File: config.mk
export PLATFORM = sky130hd
export DESIGN_NAME = cwcfg_regs
export DESIGN_NICKNAME = d
export VERILOG_FILES = /design/src/common/cwcfg_pkg.sv /design/src/hdl/cwcfg_regs.sv /design/src/hdl/cwcfg_decode.sv
export SDC_FILE = /design/constraint.sdc
export NUM_CORES = 1
export LEC_CHECK = 0
export BUFFER_PORTS_ARGS = -buffer_cell sky130_fd_sc_hd__buf_2
export CORE_MARGIN = 2
export CORE_UTILIZATION = 57
export CTS_BUF_LIST = sky130_fd_sc_hd__clkbuf_8 sky130_fd_sc_hd__clkbuf_16
export CTS_CLUSTER_DIAMETER = 30
export DETAILED_ROUTE_END_ITERATION = 6
export PLACE_DENSITY_LB_ADDON = 0.2
export SLEW_MARGIN = 20
export SYNTH_ARGS = -nofsm -noshare
export SYNTH_HDL_FRONTEND = slang
export SYNTH_HIERARCHICAL = 1
export SYNTH_SLANG_ARGS = --single-unit
File: constraint.sdc
create_clock -name clk -period 2.8 [get_ports clk]
set_input_delay 0.14 -clock clk [delete_from_list [all_inputs] [get_ports clk]]
set_output_delay 0.14 -clock clk [all_outputs]
set_load 0.005 [all_outputs]
File: src/common/cwcfg_pkg.sv
package cwcfg_pkg;
    localparam int unsigned ADDR_W = 8;
    localparam int unsigned DATA_W = 8;
    localparam int unsigned NUM_CHAN = 4;

    // Byte addresses, channel A through D.
    localparam logic [7:0] COMPARATOR_A_WINDOW_CONFIG = 8'hDD;
    localparam logic [7:0] COMPARATOR_B_WINDOW_CONFIG = 8'hDE;
    localparam logic [7:0] COMPARATOR_C_WINDOW_CONFIG = 8'hDF;
    localparam logic [7:0] COMPARATOR_D_WINDOW_CONFIG = 8'hE0;

    localparam logic [7:0] CONFIG_RESET = 8'h00;

    // Field layout.
    localparam int unsigned OP_SELECT_BIT = 7;
    localparam int unsigned SHIFT_MSB = 6;
    localparam int unsigned SHIFT_LSB = 3;
    localparam int unsigned LEVEL_MSB = 2;
    localparam int unsigned LEVEL_LSB = 0;

    // Operation select values.
    localparam logic OP_WINDOW = 1'b0;
    localparam logic OP_COMPARATOR = 1'b1;

    // Nominal level select codes.
    localparam logic [2:0] LEVEL_1V00 = 3'h0;
    localparam logic [2:0] LEVEL_1V20 = 3'h1;
    localparam logic [2:0] LEVEL_1V50 = 3'h2;
    localparam logic [2:0] LEVEL_1V80 = 3'h3;
    localparam logic [2:0] LEVEL_1V10 = 3'h4;
    localparam logic [2:0] LEVEL_1V35 = 3'h5;
    localparam logic [2:0] LEVEL_3V30 = 3'h6;
    localparam logic [2:0] LEVEL_HIGH = 3'h7;

    // Highest shift code with a defined meaning; above it is reserved.
    localparam logic [3:0] SHIFT_PCT_MAX = 4'h7;
    localparam logic [3:0] SHIFT_ABS_MAX = 4'h9;

    // Threshold in millivolts, 16 bits wide; 0 marks a reserved code.
    localparam int unsigned MV_W = 16;
    localparam logic [15:0] MV_RESERVED = 16'h0000;
    // Percent shift as a signed value; +3 at code 0, one lower per step.
    localparam logic signed [7:0] PCT_AT_ZERO = 8'sh03;
endpackage : cwcfg_pkg

File: src/hdl/cwcfg_regs.sv
// What this block does
// - The four channel configuration bytes sit at ascending byte addresses, A through D.
// - Reset clears every configuration byte to zero.
// - Bit 7 picks window (0) or plain comparator (1) operation and drives the mode output.
// - Above 1 V nominal, bits 6:3 shift the window from +3% at code 0 down to -4% at code 7.
// - At 1 V nominal, bits 6:3 pick an absolute threshold from 1.05 V down to 0.7 V.
// - Bits 2:0 pick the nominal window level.
// - All fields are read/write and a read returns the last value written, with no side effect.
module cwcfg_regs #(
    parameter int unsigned NUM_CHAN = cwcfg_pkg::NUM_CHAN
) (
    input wire logic clk,
    input wire logic rst,
    input wire logic [7:0] reg_addr,
    input wire logic [7:0] reg_wdata,
    input wire logic reg_write,
    input wire logic reg_read,
    output logic [7:0] reg_rdata,
    output logic reg_addr_error,
    output logic [NUM_CHAN-1:0] chan_op_select,
    output logic [NUM_CHAN*3-1:0] chan_level_select,
    output logic [NUM_CHAN*4-1:0] chan_window_shift,
    output logic [NUM_CHAN*16-1:0] chan_threshold_mv,
    output logic [NUM_CHAN*8-1:0] chan_shift_pct,
    output logic [NUM_CHAN-1:0] chan_shift_reserved
);
    // Returns the channel index of an address, or NUM_CHAN when unmapped.
    function automatic int unsigned cwcfg_chan_of(input logic [7:0] addr);
        int unsigned idx;
        idx = NUM_CHAN;
        if (addr >= cwcfg_pkg::COMPARATOR_A_WINDOW_CONFIG &&
            addr <= cwcfg_pkg::COMPARATOR_D_WINDOW_CONFIG) begin
            idx = 32'(addr - cwcfg_pkg::COMPARATOR_A_WINDOW_CONFIG);
        end
        cwcfg_chan_of = idx;
    endfunction : cwcfg_chan_of

    logic [7:0] config_mem [NUM_CHAN];
    logic [7:0] next_config_mem [NUM_CHAN];
    logic [7:0] next_reg_rdata;
    logic next_reg_addr_error;

    always_comb begin
        int unsigned widx;
        int unsigned ridx;
        widx = cwcfg_chan_of(reg_addr);
        ridx = widx;
        for (int i = 0; i < NUM_CHAN; i++) begin
            next_config_mem[i] = config_mem[i];
        end
        // All eight bits stored verbatim, reserved shift codes included.
        if (reg_write && widx < NUM_CHAN) begin
            next_config_mem[widx] = reg_wdata;
        end
        // Read data stand only in the cycle after the strobe; zero otherwise.
        next_reg_rdata = 8'h00;
        next_reg_addr_error = 1'b0;
        if (reg_read) begin
            if (ridx < NUM_CHAN) begin
                next_reg_rdata = config_mem[ridx];
            end else begin
                next_reg_addr_error = 1'b1;
            end
        end
        if (reg_write && widx >= NUM_CHAN) begin
            next_reg_addr_error = 1'b1;
        end
    end

    always_ff @(posedge clk or posedge rst) begin
        if (rst) begin
            for (int i = 0; i < NUM_CHAN; i++) begin
                config_mem[i] <= cwcfg_pkg::CONFIG_RESET;
            end
            reg_rdata <= 8'h00;
            reg_addr_error <= 1'b0;
        end else begin
            for (int i = 0; i < NUM_CHAN; i++) begin
                config_mem[i] <= next_config_mem[i];
            end
            reg_rdata <= next_reg_rdata;
            reg_addr_error <= next_reg_addr_error;
        end
    end

    // Decoders read the stored bytes directly, so outputs follow a write by one edge.
    for (genvar g = 0; g < NUM_CHAN; g++) begin : g_chan
        cwcfg_decode u_decode (
            .config_byte(config_mem[g]),
            .op_select(chan_op_select[g]),
            .level_select(chan_level_select[g*3 +: 3]),
            .window_shift(chan_window_shift[g*4 +: 4]),
            .nominal_mv(),
            .threshold_mv(chan_threshold_mv[g*16 +: 16]),
            .shift_pct(chan_shift_pct[g*8 +: 8]),
            .shift_reserved(chan_shift_reserved[g])
        );
    end
endmodule : cwcfg_regs

File: src/hdl/cwcfg_decode.sv
// Turns one channel's configuration byte into the analog trim controls.
module cwcfg_decode (
    input wire logic [7:0] config_byte,
    output logic op_select,
    output logic [2:0] level_select,
    output logic [3:0] window_shift,
    output logic [15:0] nominal_mv,
    output logic [15:0] threshold_mv,
    output logic signed [7:0] shift_pct,
    output logic shift_reserved
);
    function automatic logic [15:0] cwcfg_level_mv(input logic [2:0] code);
        unique case (code)
            cwcfg_pkg::LEVEL_1V00: cwcfg_level_mv = 16'h03E8;
            cwcfg_pkg::LEVEL_1V20: cwcfg_level_mv = 16'h04B0;
            cwcfg_pkg::LEVEL_1V50: cwcfg_level_mv = 16'h05DC;
            cwcfg_pkg::LEVEL_1V80: cwcfg_level_mv = 16'h0708;
            cwcfg_pkg::LEVEL_1V10: cwcfg_level_mv = 16'h044C;
            cwcfg_pkg::LEVEL_1V35: cwcfg_level_mv = 16'h0546;
            cwcfg_pkg::LEVEL_3V30: cwcfg_level_mv = 16'h0CE4;
            // 2.5 V or 5 V depends on the channel's assembly; 2.5 V reported.
            cwcfg_pkg::LEVEL_HIGH: cwcfg_level_mv = 16'h09C4;
        endcase
    endfunction : cwcfg_level_mv

    function automatic logic [15:0] cwcfg_abs_mv(input logic [3:0] code);
        case (code)
            4'h0: cwcfg_abs_mv = 16'h041A;
            4'h1: cwcfg_abs_mv = 16'h03E8;
            4'h2: cwcfg_abs_mv = 16'h03CF;
            4'h3: cwcfg_abs_mv = 16'h03B6;
            4'h4: cwcfg_abs_mv = 16'h0384;
            4'h5: cwcfg_abs_mv = 16'h036B;
            4'h6: cwcfg_abs_mv = 16'h0352;
            4'h7: cwcfg_abs_mv = 16'h0320;
            4'h8: cwcfg_abs_mv = 16'h02EE;
            4'h9: cwcfg_abs_mv = 16'h02BC;
            default: cwcfg_abs_mv = cwcfg_pkg::MV_RESERVED;
        endcase
    endfunction : cwcfg_abs_mv

    always_comb begin
        op_select = config_byte[cwcfg_pkg::OP_SELECT_BIT];
        level_select = config_byte[cwcfg_pkg::LEVEL_MSB:cwcfg_pkg::LEVEL_LSB];
        window_shift = config_byte[cwcfg_pkg::SHIFT_MSB:cwcfg_pkg::SHIFT_LSB];
        nominal_mv = cwcfg_level_mv(level_select);
        shift_pct = 8'sh00;
        threshold_mv = cwcfg_pkg::MV_RESERVED;
        shift_reserved = 1'b0;
        if (level_select == cwcfg_pkg::LEVEL_1V00) begin
            threshold_mv = cwcfg_abs_mv(window_shift);
            shift_reserved = (window_shift > cwcfg_pkg::SHIFT_ABS_MAX);
        end else if (window_shift <= cwcfg_pkg::SHIFT_PCT_MAX) begin
            shift_pct = cwcfg_pkg::PCT_AT_ZERO - $signed({4'h0, window_shift});
            threshold_mv = nominal_mv;
        end else begin
            shift_reserved = 1'b1;
        end
    end
endmodule : cwcfg_decode

# Word-level counts from Yosys, hierarchy flattened
# Memories as Yosys holds them, arrays and structs flattened.
# Cells that the tools add are included.
[classes] reduce_logical=8 n_bitwise=1 n_mux=36 addsub=5 order_cmp=14
[ops] op="two-way mux 16 bit" count=8
[ops] op="two-way mux 8 bit" count=13
[ops] op=">= comparator 33 x 3 -> 1 bit, second input constant" count=1
[ops] op="less-than comparator 33 x 1 -> 1 bit, second input constant" count=1
[ops] op="inverter 32 -> 33 bit" count=1
[ops] op="bitwise mux 32 bit" count=1
[ops] op=">= comparator 32 x 3 -> 1 bit, second input constant" count=1
[ops] op="less-than comparator 32 x 3 -> 1 bit, second input constant" count=1
[ops] op="two-way mux 32 bit" count=1
[ops] op="subtractor 2 x 4 -> 5 bit, first input constant" count=4
[ops] op="binary-select mux 8 bit (select 2 bit)" count=1
[ops] op="demux 8 bit (select 2 bit)" count=1
[ops] op="greater-than comparator 4 bit, second input constant" count=4
[ops] op="<= comparator 4 x 3 -> 1 bit, second input constant" count=4
[ops] op="zero test 3 bit" count=4
[ops] op="two-way mux 1 bit" count=11
[ops] op="subtractor 8 x 8 -> 9 bit, second input constant" count=1
[ops] op=">= comparator 8 bit, second input constant" count=1
[ops] op="<= comparator 8 bit, second input constant" count=1
[ops] op="logical AND 1 bit" count=4
[totals] output_inout_bits=141 ff_bits=41 inputBits=20 romBits=1056 mem_count=8 elab_cells=78
[mem_list] name="(no name shown)" depth=16 word_bits=11 read_ports=1 rd_ports_with_merged_regs=0 wr=0 line="cwcfg_decode.sv:27" rtl="case (code)"
[mem_list] name="(no name shown)" depth=16 word_bits=11 read_ports=1 rd_ports_with_merged_regs=0 wr=0 line="cwcfg_decode.sv:27"
[mem_list] name="(no name shown)" depth=16 word_bits=11 read_ports=1 rd_ports_with_merged_regs=0 wr=0 line="cwcfg_decode.sv:27"
[mem_list] name="(no name shown)" depth=16 word_bits=11 read_ports=1 rd_ports_with_merged_regs=0 wr=0 line="cwcfg_decode.sv:27"
[mem_list] name="(no name shown)" depth=8 word_bits=11 read_ports=1 rd_ports_with_merged_regs=0 wr=0 line="cwcfg_decode.sv:13" rtl="unique case (code)"
[mem_list] name="(no name shown)" depth=8 word_bits=11 read_ports=1 rd_ports_with_merged_regs=0 wr=0 line="cwcfg_decode.sv:13"
[mem_list] name="2 more memories"

# Logic depth before layout (Yosys ltp)
[depth] word_depth=9 depth_mapped=11 ltp_nobuf=7

# Cells and area by module
# Netlist, hierarchy kept.
[modules_own_cells] mod="cwcfg_regs" instances=1 seq_area_each_um2=1026.0 cells_per_inst=182 area_each_um2=2169.6
[modules_own_cells] mod="cwcfg_decode (g_chan[2].u_decode ...)" instances=2 seq_area_each_um2=0.0 cells_per_inst=108 area_each_um2=738.2
[modules_own_cells] mod="cwcfg_decode (g_chan[1].u_decode)" instances=1 seq_area_each_um2=0.0 cells_per_inst=110 area_each_um2=812.0
[modules_own_cells] mod="cwcfg_decode (g_chan[0].u_decode)" instances=1 seq_area_each_um2=0.0 cells_per_inst=109 area_each_um2=745.7

# Worst setup path before layout
# Ideal clock, no wire load.
[synth_timing] path_kind="input -> register" startpoint="in reg_addr[0]" endpoint="reg config_mem[24] in the netlist's numbering" path_buffers=4 arrival_ns=2.188 required_ns=2.675 setup_ns=0.125 stages=11 slack_ns=0.487 cell_sequence="buf_2 buf_2 inv_1 ha_1 or4b_4 buf_6 nor2_8 o22a_4 and4_4 buf_12 mux2_4"
[synth_between] elab_chain_len=9 word_cells_on_any_way=14 cone_classes="add/sub: 1; order compare: 5; mux: 4; bitwise: 1; reduce/logical: 3"
[synth_lines] item="start, declared" line="cwcfg_regs.sv:14" rtl="input wire logic [7:0] reg_addr,"
[synth_lines] item=">= comparator 8 bit / <= comparator 8 bit (equally long branches)" line="cwcfg_regs.sv:31, cwcfg_regs.sv:32"
[synth_lines] item="logical AND 1 bit" line="cwcfg_regs.sv:31" rtl="if (addr >= cwcfg_pkg::COMPARATOR_A_WINDOW_CONFIG &&"
[synth_lines] item="two-way mux 32 bit (*)" line="cwcfg_regs.sv:31"
[synth_lines] item="inverter 32 -> 33 bit (not written as such)" line="cwcfg_regs.sv:53" rtl="next_config_mem[widx] = reg_wdata;"
[synth_lines] item=">= comparator 33 x 3 -> 1 bit (not written as such) / less-than comparator 33 x 1 -> 1 bit (equally long branches)" line="cwcfg_regs.sv:53"
[synth_lines] item="logical AND 1 bit (not written as such)" line="cwcfg_regs.sv:53"
[synth_lines] item="two-way mux 8 bit (not written as such)" line="cwcfg_regs.sv:53"
[synth_lines] item="demux 8 bit (select 2 bit)" line="cwcfg_regs.sv:53"
[synth_lines] item="bitwise mux 32 bit" line="cwcfg_regs.sv:53"
[synth_lines] item="end signal, assigned by index" line="cwcfg_regs.sv:73" rtl="config_mem[i] <= cwcfg_pkg::CONFIG_RESET;"
[synth_lines] item="end signal, assigned by index" line="cwcfg_regs.sv:79" rtl="config_mem[i] <= next_config_mem[i];"
[synth_lines] item="end, declared" line="cwcfg_regs.sv:38" rtl="logic [7:0] config_mem [NUM_CHAN];"
# Every way passes the cells marked *; elsewhere a longest branch is shown, timed or not.
# A chain may end at the register's enable or synchronous reset.

# Worst setup path after layout
[layout_timing] startpoint="reg config_mem[8] in the netlist's numbering" endpoint="out chan_threshold_mv[37]"
[layout_between] elab_chain_len=3 word_cells_on_any_way=4 cone_classes="mux: 2; reduce/logical: 1; memory: 1"
[layout_lines] item="memory (8 x 11 bit)"
[layout_lines] item="two-way mux 16 bit" line="cwcfg_decode.sv:53" rtl="end else if (window_shift <= cwcfg_pkg::SHIFT_PCT_MAX) begin"
[layout_lines] item="two-way mux 16 bit (*)" line="cwcfg_decode.sv:50" rtl="if (level_select == cwcfg_pkg::LEVEL_1V00) begin"
[layout_lines] item="end, declared" line="cwcfg_regs.sv:23" rtl="output logic [NUM_CHAN*16-1:0] chan_threshold_mv,"
# Marked as above.

==> results by group <==
Power and ir drop
  – Comb pwr share: 24.2%
  – Post-route total power: 1.34 mW
  – Pint: 940 µW
  – Switching power total: 404 µW
  – Maximum vdd ir drop: 0.173 mV
  – Net Sw Frac: 30.1%
  – Clock share of power: 28.9%
  – Static Leakage: 2.73 nW
  – P per Cell Area: 261 nW/µm²
  – Flop pwr share: 46.8%

STA
  – Peak Freq: 424 MHz
  – Fin. Hold Viols: 0
  – Setup repair after global routing missed its margin: false
  – Final WS setup: 0.440 ns
  – Hold_ws: 0.140 ns
  – Total negative slack: 0 ns
  – Rel. slew slack: 49.2%
  – Max Slew Vio Count: 0
  – Clock skew: 0.0170 ns
  – Period utilization: 84.3%
  – Min Tclk post-route: 2.36 ns
  – Slew at the pin with the worst max-slew slack: 0.761 ns
  – # setup viols final: 0

Placement
  – Placed insts: 735
  – # port buffers: 144
  – HPWL after DPL: 8.74 mm
  – GP Congestion: 0.924
  – Pre-CTS WS: 0.422 ns

Final layout
  – Area of the multi-input gates: 3040 µm²
  – Final net count: 697
  – Fillers: 761
  – Layout cells sized above 1: 33.9%
  – Antenna cells: 0
  – Synthesis-to-layout area growth: 4.82%
  – Register area: 1030 µm²
  – Filler-free cell count of the finished design: 743

Critical path
  – Highest cell delay on the worst timing path: 0.50 ns
  – Crit path max fanout: 14
  – Crit-path cells: inv_1, ha_1, nor2b_2, nand3_1, o31ai_1, buf_2
  – WS Path Type: flop to output pin
  – Crit path capture type: output pin
  – Critical path's top delay family: simple AND/OR/NAND/NOR gates
  – Crit path launch type: flop
  – WP data arrival: 2.22 ns
  – WP buf/inv: 2
  – CP Data Required Time: 2.66 ns
  – Slowest cell on crit path: nor2b_2

Hold path
  – Hold Path Class: primary input to flop

Routing
  – Initial DRC Count: 257
  – DRC: 0
  – Detailed Routing Iterations Pass 1: 6
  – Vias/cell: 5.61
  – Mean routed wirelength per cell: 15.7 µm
  – Via count: 4,169
  – Post-Route WL: 11.7 mm
  – Post-DRT Antenna Nets: 0

Clock tree
  – Root Buffer: clkbuf_8
  – CTS sink count: 41
  – Post-CTS setup buffers: 0
  – Worst skew pair latency: 0.30 ns
  – Clk pin slew, worst setup/hold paths: 0.07 ns
  – Post_cts resized: 0
  – CTS tree: yes
  – H-tree levels: 2
  – Longest Clk Path Bufs: 2
  – CTS Buf Count: 5

GRT
  – First-pass GRT wire length: 18.9 mm
  – GRT Total Usage: 23.9%
  – Gr ovfl total: 0
  – Initial antenna violation count: 0
  – Largest net degree at the start of global routing: 42
  – Vias in the first global route: 3,880

Floorplan
  – Row count: 33
  – Io pins: 161
  – Die Y: 96.8 µm
  – Die W: 96.8 µm
  – Initial Util: 59.2%
  – Core Area: 8300 µm²
  – Die area: 9370 µm²

Job
  – Max-cap violation count: 0

Yosys
  – Warnings from Yosys: 6
  – Synthesized area per cell: 8.57 µm²
  – Post-Synthesis Cells: 573
  – Mapped Area: 4910 µm²

Outcome
  – Status: finished clean
[flip-flops by register name, indices dropped and copies added (netlist names)]
register / cells
reg_rdata: 8
config_mem: 32
reg_addr_error: 1
[per-layer routing]
| layer | global-route usage (%) | vias to the layer above | routed length [µm] |
|---|---|---|---|
| met1 | 33.0 | 1957 | 5190 |
| met3 | 3.76 | 22 | 668 |
| met5 | 0 | - | 0 |
| li1 | - | 2022 | - |
| met4 | 5.96 | 0 | 163 |
| met2 | 39.2 | 168 | 5630 |
[worst paths after layout]
path / startpoint / endpoint / slack [ns] / depth (start not counted)
hold / removal: reg_read / reg_addr_error / 0.14 / 3
hold reg to reg: config_mem[23] / config_mem[23] / 0.54 / 1
setup reg to reg: config_mem[6] / reg_rdata[6] / 1.13 / 4
setup / recovery: config_mem[8] / chan_threshold_mv[37] / 0.44 / 6
max in group asynchronous: rst / config_mem[30] / 1.92 / 4
min in group asynchronous: rst / config_mem[16] / 0.52 / 4
[worst min-delay path, delay by kind of cell]
family | cells | cell delay [ns]
buffers and inverters | 1 | 0.11
and+or+nand+nor | 2 | 0.14
[placed cells by master, fill, tap and decap left out, drive strengths merged, types with 16 or more instances in the layout]
cell,instances
a21oi,33
nand2b,19
mux2,32
nor2b,19
nor2,46
mux2i,24
nor3,26
nand2,20
dfrtp,41
buf,145
conb,16
ha,39
o21ai,25
inv,35
[power groups by stage]
stage	sequential [mW]	clock [mW]	combinational (mW)
global placement	0.641	0	0.319
CTS	0.629	0.388	0.326
floorplan	0.625	0	0.248
finish	0.630	0.389	0.326
detailed placement	0.641	0	0.324
global route	0.633	0.409	0.361
[per-stage QoR]
stage,utilization (%),instance area (µm²)
final,62.0,5150
after global routing,62.0,5150
after CTS,62.0,5150
after detailed placement,60.9,5050
after global placement,60.9,5050
after floorplan,-,4960
[layout make-up]
type	count	share of cell area, %
clock inverter	1	0.0729
timing repair buffer	146	14.3
sequential	41	19.9
clock buffer	6	1.60
multi-input combinational	410	59.0
tap	105	2.55
inverter	34	2.48
[repair_timing]
action | in CTS | in global routing
setup endpoints to repair | 0 | 0
hold endpoints to repair | 41 | 0
hold buffers | 1 | 0
No activity file was read; power rests on OpenSTA's default activity.
